===== src/hw/tcr_pkg.sv =====
// Package with register map, field positions, reset values and carrier types of the timer.
package tcr_pkg;
  // Register byte addresses; printed offsets are multiples of four only in part, so index*4.
  localparam logic [7:0] CTRL_IDX = 8'hC8;
  localparam logic [7:0] MODE_IDX = 8'hC9;
  localparam logic [7:0] RCL_IDX = 8'hCA;
  localparam logic [7:0] RCH_IDX = 8'hCB;
  localparam logic [7:0] CNTL_IDX = 8'hCC;
  localparam logic [7:0] CNTH_IDX = 8'hCD;
  localparam logic [7:0] DIR_IDX = 8'hCE;
  localparam logic [9:0] CTRL_ADDR = {CTRL_IDX, 2'h0};
  localparam logic [9:0] MODE_ADDR = {MODE_IDX, 2'h0};
  localparam logic [9:0] RCL_ADDR = {RCL_IDX, 2'h0};
  localparam logic [9:0] RCH_ADDR = {RCH_IDX, 2'h0};
  localparam logic [9:0] CNTL_ADDR = {CNTL_IDX, 2'h0};
  localparam logic [9:0] CNTH_ADDR = {CNTH_IDX, 2'h0};
  localparam logic [9:0] DIR_ADDR = {DIR_IDX, 2'h0};
  // Control register field positions.
  localparam int CT_OVF = 7;
  localparam int CT_EXF = 6;
  localparam int CT_RCLK = 5;
  localparam int CT_TCLK = 4;
  localparam int CT_EXEN = 3;
  localparam int CT_RUN = 2;
  localparam int CT_CTS = 1;
  localparam int CT_CPRL = 0;
  // Mode register field positions and writable mask.
  localparam int MD_CLR = 3;
  localparam int MD_OE = 1;
  localparam int MD_DOWN_COUNT_ENABLE = 0;
  localparam logic [7:0] MODE_MASK = 8'hFB;
  localparam logic [7:0] CTRL_RST = 8'h00;
  localparam logic [7:0] MODE_RST = 8'h00;
  localparam logic [7:0] BYTE_RST = 8'h00;
  // Baud-generator mode advances every this many clocks; timebase prescales.
  localparam int BAUD_DIV = 2;
  localparam int SLOW_DIV = 12;
  localparam int FAST_DIV = 4;
  localparam logic [1:0] HTRANS_NONSEQ = 2'h2;

  // Bus request captured at the address phase.
  typedef struct packed {
    logic act;
    logic wr;
    logic [9:0] addr;
  } tcr_req_t;

  // Whole state of the timer.
  typedef struct packed {
    tcr_req_t req;
    logic [31:0] rdata;
    logic [7:0] ctrl;
    logic [7:0] mode;
    logic [15:0] rcap;
    logic [15:0] cnt;
    logic [3:0] pre;
    logic cnt_pin_q;
    logic cap_pin_q;
    logic clk_out;
    logic baud_tick;
    logic irq;
  } tcr_state_t;
endpackage : tcr_pkg


===== src/hw/tcr_timer.sv =====
// Third timer: capture, auto-reload, up/down, baud generation and clock out over AHB-Lite.
//
// Notes on behaviour
// - Overflow flag sets on counter overflow, or count equals reload in down mode.
// - Hardware sets overflow flag only with both baud selects zero; software writes it.
// - External flag sets on capture-pin falling edge or overflow per mode bits.
// - Software setting external flag or pin edge raises timer interrupt if enabled.
// - Receive baud select one uses this overflow and forces baud mode.
// - Transmit baud select one uses this overflow and forces baud mode.
// - Capture pin edges ignored unless enabled and not in baud mode.
// - Run control clear halts counter; a pin-triggered capture clear or reload still changes the count bytes.
// - Baud mode advances counter once every two clocks.
// - Outside baud mode, select zero counts timebase ticks; one counts count-pin falling edges.
// - Either baud select forces auto-reload after every overflow.
// - Reload mode reloads on up-count overflow and, with down-count enable clear, on enabled capture-pin falling edge.
// - Capture mode copies counter into capture pair on enabled pin edge.
// - Capture auto-clear resets counter when copied into capture pair.
// - Clock out drives only while clock-out enable is set.
// - Down-count enable with capture pin picks count direction in reload mode.
// - Low capture register takes low count or supplies low reload byte.
// - High capture register takes high count or supplies high reload byte.
// - Count high byte is its own register paired with the low byte.
`timescale 1ns/1ps
module tcr_timer (
  input wire logic clk_sys_in, // 25 MHz clock.
  input wire logic rstn_in, // Asynchronous reset, active low.
  input wire logic hsel_in, // Slave select.
  input wire logic [31:0] haddr_in, // Byte address.
  input wire logic [1:0] htrans_in, // Transfer type.
  input wire logic hwrite_in, // Write when high.
  input wire logic [2:0] hsize_in, // Transfer size.
  input wire logic [31:0] hwdata_in, // Write data.
  input wire logic hready_in, // Bus ready.
  input wire logic timebase_select_in, // Timebase: 1 divides by 4, 0 by 12.
  input wire logic count_input_pin_in, // External count pin.
  input wire logic ext_capture_pin_in, // External capture/reload pin.
  input wire logic int_enable_in, // Timer interrupt enable from the core.
  output logic [31:0] hrdata_out, // Read data.
  output logic hreadyout_out, // Always ready.
  output logic hresp_out, // Always OKAY.
  output logic clk_out_out, // Clock-out pin level.
  output logic clk_out_oe_out, // Clock-out pin enable.
  output logic baud_tick_out, // One-cycle overflow pulse used as baud clock.
  output logic rx_baud_sel_out, // Receive uses this timer.
  output logic tx_baud_sel_out, // Transmit uses this timer.
  output logic irq_out // Timer interrupt level.
);

  tcr_pkg::tcr_state_t st_ff;
  tcr_pkg::tcr_state_t nxt_st;
  logic oe_ff;

  // Reads the register selected by a byte address.
  function automatic logic [7:0] rd_reg(input tcr_pkg::tcr_state_t s, input logic [9:0] a);
    logic [7:0] r;
    r = 8'h00;
    unique case (a)
      tcr_pkg::CTRL_ADDR: r = s.ctrl;
      tcr_pkg::MODE_ADDR: r = s.mode;
      tcr_pkg::RCL_ADDR: r = s.rcap[7:0];
      tcr_pkg::RCH_ADDR: r = s.rcap[15:8];
      tcr_pkg::CNTL_ADDR: r = s.cnt[7:0];
      tcr_pkg::CNTH_ADDR: r = s.cnt[15:8];
      tcr_pkg::DIR_ADDR: r = {7'h00, s.cap_pin_q};
      default: r = 8'h00;
    endcase
    return r;
  endfunction : rd_reg

  // Next-state logic: bus slave, edge detect, prescaler and counter.
  always_comb
  begin
    logic [7:0] c;
    logic [7:0] wd;
    logic baud;
    logic cnt_fall;
    logic cap_fall;
    logic tick;
    logic dn;
    logic ovf;
    logic pin_ev;
    logic [3:0] lim;
    c = st_ff.ctrl;
    wd = hwdata_in[7:0];
    baud = 1'b0;
    cnt_fall = 1'b0;
    cap_fall = 1'b0;
    tick = 1'b0;
    dn = 1'b0;
    ovf = 1'b0;
    pin_ev = 1'b0;
    lim = 4'h0;
    nxt_st = st_ff;
    nxt_st.baud_tick = 1'b0;
    // Address phase capture; only word transfers are issued by the master.
    nxt_st.req.act = hsel_in && hready_in && (htrans_in == tcr_pkg::HTRANS_NONSEQ);
    nxt_st.req.wr = hwrite_in;
    nxt_st.req.addr = haddr_in[9:0];
    // Falling edges from consecutive samples of the pins.
    nxt_st.cnt_pin_q = count_input_pin_in;
    nxt_st.cap_pin_q = ext_capture_pin_in;
    cnt_fall = st_ff.cnt_pin_q && !count_input_pin_in;
    cap_fall = st_ff.cap_pin_q && !ext_capture_pin_in;
    baud = c[tcr_pkg::CT_RCLK] || c[tcr_pkg::CT_TCLK];
    pin_ev = cap_fall && c[tcr_pkg::CT_EXEN] && !baud;
    // Timebase prescaler; baud mode forces a two-clock tick.
    if (baud)
    begin
      lim = 4'(tcr_pkg::BAUD_DIV - 1);
    end
    else if (timebase_select_in)
    begin
      lim = 4'(tcr_pkg::FAST_DIV - 1);
    end
    else
    begin
      lim = 4'(tcr_pkg::SLOW_DIV - 1);
    end
    if (c[tcr_pkg::CT_RUN])
    begin
      nxt_st.pre = (st_ff.pre >= lim) ? 4'h0 : st_ff.pre + 4'h1;
      if (baud || !c[tcr_pkg::CT_CTS])
      begin
        tick = (st_ff.pre >= lim);
      end
      else
      begin
        tick = cnt_fall;
      end
    end
    // Down count only in plain reload mode with enable; pin low means down.
    dn = !baud && !c[tcr_pkg::CT_CPRL] && st_ff.mode[tcr_pkg::MD_DOWN_COUNT_ENABLE]
      && !ext_capture_pin_in;
    if (tick)
    begin
      if (dn)
      begin
        if (st_ff.cnt == st_ff.rcap)
        begin
          ovf = 1'b1;
          nxt_st.cnt = 16'hFFFF;
        end
        else
        begin
          nxt_st.cnt = st_ff.cnt - 16'h0001;
        end
      end
      else if (st_ff.cnt == 16'hFFFF)
      begin
        ovf = 1'b1;
        if (baud || !c[tcr_pkg::CT_CPRL])
        begin
          nxt_st.cnt = st_ff.rcap;
        end
        else
        begin
          nxt_st.cnt = 16'h0000;
        end
      end
      else
      begin
        nxt_st.cnt = st_ff.cnt + 16'h0001;
      end
    end
    // Pin-triggered capture or reload.
    if (pin_ev)
    begin
      if (c[tcr_pkg::CT_CPRL])
      begin
        nxt_st.rcap = st_ff.cnt;
        if (st_ff.mode[tcr_pkg::MD_CLR])
        begin
          nxt_st.cnt = 16'h0000;
        end
      end
      else if (!st_ff.mode[tcr_pkg::MD_DOWN_COUNT_ENABLE])
      begin
        nxt_st.cnt = st_ff.rcap;
      end
    end
    nxt_st.baud_tick = ovf && baud;
    // Register writes in the data phase; set by hardware wins below.
    if (st_ff.req.act && st_ff.req.wr)
    begin
      unique case (st_ff.req.addr)
        tcr_pkg::CTRL_ADDR: nxt_st.ctrl = wd;
        tcr_pkg::MODE_ADDR: nxt_st.mode = wd & tcr_pkg::MODE_MASK;
        tcr_pkg::RCL_ADDR: nxt_st.rcap[7:0] = wd;
        tcr_pkg::RCH_ADDR: nxt_st.rcap[15:8] = wd;
        tcr_pkg::CNTL_ADDR: nxt_st.cnt[7:0] = wd;
        tcr_pkg::CNTH_ADDR: nxt_st.cnt[15:8] = wd;
        default: nxt_st.ctrl = nxt_st.ctrl;
      endcase
    end
    // Clock out follows the enable after this cycle's write, so it drops with the pin enable.
    if (!nxt_st.mode[tcr_pkg::MD_OE])
    begin
      nxt_st.clk_out = 1'b0;
    end
    else if (ovf)
    begin
      nxt_st.clk_out = !st_ff.clk_out;
    end
    if (ovf && !baud)
    begin
      nxt_st.ctrl[tcr_pkg::CT_OVF] = 1'b1;
    end
    // External flag: set by pin edge, or by overflow in down-count mode.
    if (pin_ev || (ovf && dn) || (ovf && st_ff.mode[tcr_pkg::MD_DOWN_COUNT_ENABLE] && !baud
      && !c[tcr_pkg::CT_CPRL]))
    begin
      nxt_st.ctrl[tcr_pkg::CT_EXF] = 1'b1;
    end
    // Interrupt follows both flags when enabled.
    nxt_st.irq = int_enable_in && (nxt_st.ctrl[tcr_pkg::CT_OVF]
      || nxt_st.ctrl[tcr_pkg::CT_EXF]);
    // Read data is taken after this cycle's writes, so a read right behind a write sees it.
    if (nxt_st.req.act && !hwrite_in)
    begin
      nxt_st.rdata = {24'h000000, rd_reg(nxt_st, haddr_in[9:0])};
    end
  end

  // Registers the whole state.
  always_ff @(posedge clk_sys_in or negedge rstn_in)
  begin
    if (!rstn_in)
    begin
      st_ff <= '0;
      oe_ff <= 1'b0;
    end
    else
    begin
      st_ff <= nxt_st;
      oe_ff <= nxt_st.mode[tcr_pkg::MD_OE];
    end
  end

  // Outputs come straight from flip-flops; ready and response are tied constants.
  assign hrdata_out = st_ff.rdata;
  assign hreadyout_out = 1'b1;
  assign hresp_out = 1'b0;
  assign clk_out_out = st_ff.clk_out;
  assign clk_out_oe_out = oe_ff;
  assign baud_tick_out = st_ff.baud_tick;
  assign rx_baud_sel_out = st_ff.ctrl[tcr_pkg::CT_RCLK];
  assign tx_baud_sel_out = st_ff.ctrl[tcr_pkg::CT_TCLK];
  assign irq_out = st_ff.irq;
endmodule : tcr_timer


===== config.mk =====
export PLATFORM = sky130hd
export DESIGN_NAME = tcr_timer
export DESIGN_NICKNAME = d
export VERILOG_FILES = /design/src/hw/tcr_pkg.sv /design/src/hw/tcr_timer.sv
export SDC_FILE = /design/constraint.sdc
export NUM_CORES = 1
export LEC_CHECK = 0
export ABC_AREA = 1
export BUFFER_PORTS_ARGS = -buffer_cell sky130_fd_sc_hd__buf_4
export CORE_MARGIN = 5
export CORE_UTILIZATION = 40
export CTS_CLUSTER_SIZE = 25
export DETAILED_ROUTE_END_ITERATION = 16
export PLACE_DENSITY_LB_ADDON = 0.1
export SYNTH_ARGS = -nofsm -noshare
export SYNTH_HDL_FRONTEND = slang
export SYNTH_SLANG_ARGS = --single-unit
export TNS_END_PERCENT = 1

===== constraint.sdc =====
create_clock -name clk_sys_in -period 2.56 [get_ports clk_sys_in]
set_clock_uncertainty 0.2 [all_clocks]
set_input_delay 0.256 -clock clk_sys_in [delete_from_list [all_inputs] [get_ports clk_sys_in]]
set_output_delay 0.256 -clock clk_sys_in [all_outputs]
set_load 0.01 [all_outputs]

==> results of run 1 <==
==> critical path: cells and delay by family, from the launching register on <==
family / cells / cell delay [ns]
and+or+nand+nor: 16 / 1.66
adders and majority gates: 1 / 0.21
DFF: 1 / 0.42
==> logic make-up (layout without fill, tap and decap cells) <==
kind of cell             Yosys count  count (layout)  synth area share [%]
AO/OA/AOI/OAI                    132             132                 13.27
XOR/XNOR                          23              23                 3.365
adder cells (fa/ha/maj)            4               4                0.8362
buffers and inverters            175             272                 14.23
flip-flops                        77              77                 32.19
other                              2              26                0.1255
AND/OR/NAND/NOR                  495             495                 35.97
==> flip-flops by register name (all words and copies together) (netlist names) <==
register,flops
tx_baud_sel_out,1
st_ff,64
rx_baud_sel_out,1
clk_out_out,1
hrdata_out,8
irq_out,1
baud_tick_out,1
==> stage by stage <==
stage	instances	setup slack, ns	power, W	cell area, sq um	TNS (ns)
after floorplan	932	0.003843	0.002859	6076	0
after global placement	1170	-0.07392	0.003528	6779	-0.3555
after detailed placement	1170	-0.1002	0.003542	6779	-0.5373
after CTS	1209	-0.01059	0.004904	7402	-0.01133
after global routing	1213	-0.09734	0.005332	7612	-0.5538
final	1213	-0.007419	0.004996	7612	-0.007419
==> path summary, 6_finish.rpt <==
check                              start  cells past startpoint            end  slack, ns
setup / recovery               st_ff[10]                     17  hrdata_out[6]     -0.007
min in group asynchronous        rstn_in                      2       st_ff[4]       0.24
setup reg to reg               st_ff[10]                     17  hrdata_out[6]     -0.007
hold reg to reg            hrdata_out[6]                      2  hrdata_out[6]       0.28
hold / removal              hwdata_in[7]                      3      st_ff[40]       0.03
max in group asynchronous        rstn_in                      3  hrdata_out[6]       1.30
==> final cells by class <==
cell class	instances	share of cell area [%]
tap	184	3.024
sequential	77	25.35
timing repair buffer	143	15.73
inverter	112	5.703
multi-input combinational	680	46.09
clock buffer	13	3.419
clock inverter	3	0.5753
timing repair inverter	1	0.1151
==> cells in the final DEF (no fill, tap or decap), types with 3 or more instances in the layout <==
| master | count |
|---|---|
| a21boi_0 | 14 |
| a21oi_1 | 25 |
| a21oi_2 | 6 |
| buf_12 | 4 |
| buf_4 | 117 |
| clkbuf_16 | 9 |
| conb_1 | 26 |
| dfrtp_1 | 75 |
| dlygate4sd3_1 | 20 |
| inv_1 | 101 |
| inv_2 | 9 |
| nand2_1 | 265 |
| nand2_2 | 19 |
| nand2_4 | 3 |
| nand3_1 | 66 |
| nand3_2 | 14 |
| nand4_1 | 14 |
| nor2_1 | 79 |
| nor2_2 | 6 |
| nor2_4 | 6 |
| nor3_1 | 8 |
| o211ai_1 | 11 |
| o21ai_0 | 42 |
| o21ai_1 | 11 |
| o21ai_2 | 3 |
| o22ai_1 | 3 |
| o41ai_1 | 11 |
| xnor2_1 | 3 |
| xor2_1 | 20 |
==> where the power goes <==
| group | switching, W | internal (W) |
|---|---|---|
| clock | 0.000495 | 0.000809 |
| sequential | 0.000241 | 0.00136 |
| combinational | 0.00124 | 0.000854 |
==> layer usage <==
layer | up-vias | part of all wire [%] | track usage, %
met5 | - | 0 | 0
met4 | 0 | 2.7 | 7.127
met3 | 35 | 6.3 | 2.977
met2 | 246 | 46 | 36.34
met1 | 2889 | 45 | 32.92
li1 | 3093 | - | -
==> repair_timing <==
| action | in CTS | in global routing |
|---|---|---|
| hold buffers | 20 | 0 |
| setup endpoints to repair | 8 | 10 |
| buffers inserted | 2 | 3 |
| pin swaps | 2 | 29 |
| endpoints found under the hold margin | 60 | 0 |
| resized for setup | 15 | 49 |
| cloned | 1 | 1 |
==> flow_summary.ini, run 1 <==
[outcome]
status = complete, but fails checks
violations = negative setup slack

[route]
drc = 0
wl_per_cell_um = 17.17
routed_wl_um = 20830
drtIter0Drc = 473
first_pass_iters = 5
vias_per_cell = 5.163
drtAntennaViolNets = 0
vias = 6263

[setup_path]
end_kind = register
path_max_fanout = 5
crit_chain = ha_2, nand2_2, nor2_4, nand2_2, nor2_4, nand2_4, nor2_4, nand2_1, nand3_1, nand3_1, nand2_1, nand2_1, nand2_1, nand3_2, nand3_2, nand2_1, nand2_1
cpMaxStageDelayCell = dfrtp_1
critPathRequiredTime_ns = 2.63
critPathKind = register to register
critPathLaunchType = register
cpMostUsedCell = nand2_1
crit_arrival_ns = 2.64
max_stage_delay_ns = 0.42

[clock_tree]
cts.sinks = 77
cts-root-buf = clkbuf_16
cts_max_level = 3
cts_tree = done
cts-buffers-inserted = 9
clkLatencyLatePin_ns = 0.34
ctsLongestPathBuffers = 2
clk_pin_slew_worst_paths_ns = 0.06

[logic_synthesis]
syn_inst = 908
synth_top_area_cell = dfrtp_1
synthFlopType = dfrtp_1
synth_seq_cells = 77
synth_area_sq_mm = 0.005986
synth_cell_types = 43
syn_avg_cell_area_sq_um = 6.592
async_flop_share_pct = 100.0
yosys-top-cells-area = dfrtp_1 (32%), nand2_1 (18%), nand3_1 (6.8%)
synth_top_area_share_pct = 32.19
synth_seq_area_share_pct = 32.19
synth-edff-count = 0
ys_warn_count = 0
yosys-top-cells-count = nand2_1 (280), inv_1 (103), nor2_1 (82)
yosysMostFrequentCell = nand2_1

[timing]
period_share_pct = 100.3
rsz0062_at_grt = true
worst_slew_pin_slew_ns = 0.5449
setup_viol_count_final = 1
hold_viol = 0
holdWs_ns = 0.02612
fin_crit_ns = 2.567
fmax_mhz = 389.5
layout_setup_ws_ns = -0.007419
drv_slew = 0
slew-limit-headroom_pct = 63.68

[floorplanning]
die_area_sq_mm = 0.01751
fp.dieW_um = 132.3
core_sq_mm = 0.01459
die_h_um = 132.3
pin_count = 118
start_util_pct = 41.03
rows = 44

[pwr]
max-vdd-ir-drop_uv = 418.1
p_per_area_mw_per_mm2 = 656.4
p_leak_nw = 3.885

[global_route]
grt_pass1_vias = 5705
grt_max_degree = 43
grt.total_usage_pct = 23.06
grt-ovfl-total = 0
grt_pass1_wl_um = 31900
grt_antenna_before_repair = 0

[finish]
antenna_cells = 0
fin_util_pct = 52.18
drive_gt1_share_pct = 21.38
regArea_sq_mm = 0.001929
fillers = 1465
multi_input_area_sq_mm = 0.003508
layout.nets = 1106
area_growth_pct = 27.17

[place]
dpl.hpwl_um = 15960
gp_congestion = 0.9386
port_buffers = 42

[worst_hold_path]
hp-class = input pin to register

[job]
drv_cap = 0
(Power assumes the default switching activity.)
==> inputs of run 2 (changes only) <==
CORE_ASPECT_RATIO = 0.9   (was unset)
==> run 2 against run 1 <==
  * Cell count rose by 0.99%
  * Largest cell class unchanged
  * Sequential share of layout area rose by 0.27 points
  * Worst setup slack got worse by 0.024 ns
  * Design area shrank 1.2%
  * Combinational power about the same
  * Highest routed layer unchanged
  * The run still ends with negative setup slack left
  * Largest power group unchanged
  * Die area is essentially flat
==> flow_summary.ini, run 2 (synthesized netlist as in run 1, its figures left out) <==
[job]
drv_cap = 0

[timing]
fmax_mhz = 385.9
setup_viol_count_final = 2
fin_crit_ns = 2.591
hold_viol = 0
period_share_pct = 101.2
drv_slew = 0
layout_setup_ws_ns = -0.03149
worst_slew_pin_slew_ns = 0.5853
holdWs_ns = 0.02001
slew-limit-headroom_pct = 60.98
rsz0062_at_grt = true

[global_route]
grt_pass1_wl_um = 32100
grt.total_usage_pct = 23.42
grt_pass1_vias = 5908
grt_antenna_before_repair = 0
grt-ovfl-total = 0
grt_max_degree = 46

[setup_path]
cpMaxStageDelayCell = dfrtp_1
cp_top_family = simple AND/OR/NAND/NOR gates
critPathKind = register to register
critPathLaunch = st_ff[9]
cpMostUsedCell = nand2_1
max_stage_delay_ns = 0.44
regToRegSetupSlack_ns = -0.03
r2r-start = st_ff[9]
crit_arrival_ns = 2.63
critPathLaunchType = register
path_max_fanout = 5
crit_chain = ha_2, nand2_2, nor2_4, nand3_4, nor3_4, nand2_2, nand2_1, o21ai_2, o21ai_2, nand2_1, nand3_1, nand2_1, inv_1, nand2_1, nand2_1, nand2_1
end_kind = register
critPathRequiredTime_ns = 2.60
worst-path-buf-inv = 1

[finish]
fillers = 1512
drive_gt1_share_pct = 18.99
final_cell_mix = nand2_1 (269), buf_4 (117), inv_1 (103)
multi_input_area_sq_mm = 0.003422
layout.nets = 1105
regMostFlops = st_ff
largest_reg_flops = 64
antenna_cells = 0
fin_util_pct = 51.12
finalNonFillerCells = 1225
area_growth_pct = 25.67
regArea_sq_mm = 0.001927
final_common_cell = nand2_1

[clock_tree]
clkLatencyLatePin_ns = 0.35
cts_max_level = 3
cts-root-buf = clkbuf_16
ctsLongestPathBuffers = 2
cts.sinks = 77
clk_pin_slew_worst_paths_ns = 0.06
cts-buffers-inserted = 9
cts_tree = done

[route]
drtAntennaViolNets = 0
wl_per_cell_um = 16.75
wl_met1_um = 9174
routed_wl_um = 20520
drtIter0Drc = 588
drc = 0
routed-wl-met2_um = 9276
first_pass_iters = 5
vias = 6223
vias_per_cell = 5.080
met3_length_um = 1555
maxUsedRoutingLayer = met4

[floorplanning]
fp.dieW_um = 138.9
pin_count = 118
rows = 42
core_sq_mm = 0.01471
die_area_sq_mm = 0.01751
die_h_um = 126.1
start_util_pct = 40.68

[outcome]
violations = negative setup slack
status = complete, but fails checks

[place]
gp_congestion = 0.9395
post-place-cells = 1187
port_buffers = 42
pre_cts_ws_ns = -0.02919
dpl.hpwl_um = 15940

[pwr]
p_per_area_mw_per_mm2 = 666.3
finalPower_w = 0.005012
p_leak_nw = 3.864
max-vdd-ir-drop_uv = 449.0

[worst_hold_path]
hold_start = hwdata_in[6]
hp-class = input pin to register
run 2: changes by cell type in the layout (fill, tap and decap cells not counted), moves of 4 or more:
cell / change
a21oi_2: -5
nor2_2: -4
nand3_2: -9
a21oi_1: +5
nand2_1: +4
nand3_1: +9
run 2: worst min-delay path, stage by stage:
cell and delay [ns]:
buf_4 0.11, o21ai_1 0.07, inv_1 0.09
run 2: routing by layer:
layer | global-route usage, % | up-vias
li1 | - | 3090
met1 | 32.45 | 2851
met2 | 37.02 | 255
met3 | 4.435 | 27
met4 | 7.710 | 0
met5 | 0 | -
run 2: final timing paths:
check | cells past startpoint | end
worst max-delay path | 16 | hrdata_out[0]
worst min-delay path | 3 | st_ff[31]
worst max register to register | 16 | hrdata_out[0]
worst min register to register | 2 | hrdata_out[0]
max in group asynchronous | 3 | st_ff[37]
min in group asynchronous | 2 | tx_baud_sel_out
run 2: timing repair:
action,4_1_cts,5_1_grt
resized for setup,4,33
endpoints found under the setup margin,8,14
hold endpoints to repair,62,0
pin swaps,0,9
hold buffers,20,0
setup buffers,0,3
run 2: cell type report:
cell class	instances	share of cell area, %
multi-input combinational	680	45.49
clock buffer	11	3.360
inverter	112	5.639
timing repair buffer	143	15.87
clock inverter	4	0.7319
sequential	77	25.62
tap	198	3.293
run 2: power breakdown:
group	internal, W	switching, W
Combinational	0.000819	0.00128
Sequential	0.00136	0.000226
Clock	0.000808	0.000525
run 2: stage by stage:
step                      cell area, sq um  setup TNS [ns]
after floorplan                       6076               0
after global placement                6844        -0.06266
after detailed placement              6844        -0.08387
after CTS                             7371        -0.03925
after global routing                  7522         -0.9611
final                                 7522        -0.04936
==> inputs of run 3 (changes only) <==
PLACE_DENSITY_LB_ADDON = 0.08   (was 0.1)
==> run 3 against run 2 <==
  * The run now ends clean
  * Combinational power up 4%
  * Via count down 0.40%
  * Design area up 2.9%
  * Die area unchanged
  * Total power up 0.23%
  * Worst setup slack better by 0.078 ns
  * Critical path depth unchanged
  * Maximum frequency up 3.1%
  * First-iteration DRC count up 24%
==> flow_summary.ini, run 3 (synthesized netlist as in run 1, its figures left out) <==
[finish]
largest_reg_flops = 64
final_area_sq_mm = 0.007740
regArea_sq_mm = 0.001929
final_cell_mix = nand2_1 (253), buf_4 (118), inv_1 (101)
antenna_cells = 0
drive_gt1_share_pct = 23.19
regMostFlops = st_ff
multi_input_area_sq_mm = 0.003553
fillers = 1529
layout.nets = 1112
area_growth_pct = 29.31
final_common_cell = nand2_1
fin_util_pct = 52.60

[clock_tree]
cts-root-buf = clkbuf_16
cts.sinks = 77
clkLatencyLatePin_ns = 0.35
cts_max_level = 3
cts-buffers-inserted = 9
clk_pin_slew_worst_paths_ns = 0.07
ctsLongestPathBuffers = 2
cts_tree = done

[route]
vias_per_cell = 5.027
wl_per_cell_um = 16.71
vias = 6198
routed_wl_um = 20600
drtAntennaViolNets = 0
drc = 0
drtIter0Drc = 730
first_pass_iters = 6

[setup_path]
critPathRequiredTime_ns = 2.60
worst-path-buf-inv = 1
max_stage_delay_ns = 0.41
reg2regPathDepth = 16
regToRegSetupSlack_ns = 0.05
cpMaxStageDelayCell = dfrtp_1
crit_arrival_ns = 2.55
path_max_fanout = 4
end_kind = register
crit_chain = ha_2, nand2_2, nor2_4, nand3_4, nor3_4, nand2_2, nand2_2, o21ai_2, o21ai_2, nand2_1, nand3_1, nand2_1, inv_1, nand2_1, nand2_1, nand2_1
r2r-start = st_ff[9]
cp_top_family = simple AND/OR/NAND/NOR gates
critPathKind = register to register
rr_endpoint = hrdata_out[0]
cpMostUsedCell = nand2_1
critPathLaunchType = register

[outcome]
status = complete, no violations

[timing]
fmax_mhz = 397.8
setup_viol_count_final = 0
period_share_pct = 98.19
hold_viol = 0
fin_crit_ns = 2.514
rsz0062_at_grt = true
drv_slew = 0

[place]
dpl.hpwl_um = 16020
gp_congestion = 0.9327
port_buffers = 42
dpl_cell_area_sq_mm = 0.006839

[job]
drv_cap = 0

[pwr]
p_leak_nw = 3.909
finalPower_w = 0.005024
max-vdd-ir-drop_uv = 432.4
p_per_area_mw_per_mm2 = 649.1

[global_route]
grt_antenna_before_repair = 0
grt.total_usage_pct = 23.15
grt-ovfl-total = 0
grt_pass1_vias = 5883
grt_max_degree = 41
grt_pass1_wl_um = 31850

[worst_hold_path]
hold_depth = 3
hp-class = input pin to register
hold_start = hwdata_in[5]
min_to = st_ff[38]

[floorplanning]
pin_count = 118
core_sq_mm = 0.01471
die_area_sq_mm = 0.01751
start_util_pct = 40.68
fp.dieW_um = 138.9
die_h_um = 126.1
rows = 42
## run 3: layout make-up
| type | count | share of cell area (%) |
|---|---|---|
| multi-input combinational | 680 | 45.91 |
| sequential | 77 | 24.93 |
| timing repair buffer | 150 | 16.72 |
| inverter | 112 | 5.512 |
| tap | 198 | 3.201 |
| clock buffer | 9 | 2.910 |
| clock inverter | 7 | 0.8244 |
## run 3: what timing repair did
action,in CTS,in global routing
hold buffers,22,0
hold endpoints to repair,57,0
cloned,0,1
resized for setup,2,78
pin swaps,0,26
endpoints found under the setup margin,3,14
buffers inserted,0,11
## run 3: metrics by stage
stage | hold WS, ns | worst slack, ns | cells | setup TNS (ns)
final | 0.03759 | 0.04638 | 1233 | 0
after global routing | 0.02997 | -0.06670 | 1233 | -0.2960
after CTS | 0.01107 | -0.02048 | 1221 | -0.02048
after detailed placement | 0.05712 | -0.009950 | 1183 | -0.01976
after global placement | 0.06673 | -0.001606 | 1183 | -0.001606
after floorplan | -0.2396 | 0.003843 | 932 | 0
## run 3: worst max-delay path by stage
stage | start | to | slack [ns] | cells past startpoint
global placement | st_ff[10] | hrdata_out[0] | -0.002 | 16
global route | st_ff[9] | hrdata_out[0] | -0.07 | 16
floorplan | tx_baud_sel_out | hrdata_out[6] | 0.004 | 15
detailed placement | tx_baud_sel_out | hrdata_out[5] | -0.01 | 18
CTS | st_ff[10] | hrdata_out[0] | -0.02 | 16
finish | st_ff[9] | hrdata_out[0] | 0.05 | 16
## run 3: report_power, final
part	leakage, nW	switching (W)	internal (W)	total [W]
sequential	0.891	0.000226	0.00136	0.00158
combinational	2.88	0.00132	0.000863	0.00219
clock	0.136	0.000574	0.000679	0.00125
total	3.91	0.00212	0.00290	0.00502
## run 3: tightest hold or removal path: cells and delay by family
family | cells | cell delay (ns)
AO/OA/AOI/OAI | 1 | 0.09
buffers and inverters | 2 | 0.20
## run 3: metal layers
metal	up-vias	share of wire, %	global-route usage, %
li1	3107	-	-
met1	2831	46	33.29
met2	222	44	35.39
met3	38	6.0	3.108
met4	0	3.5	8.976
met5	-	0	0
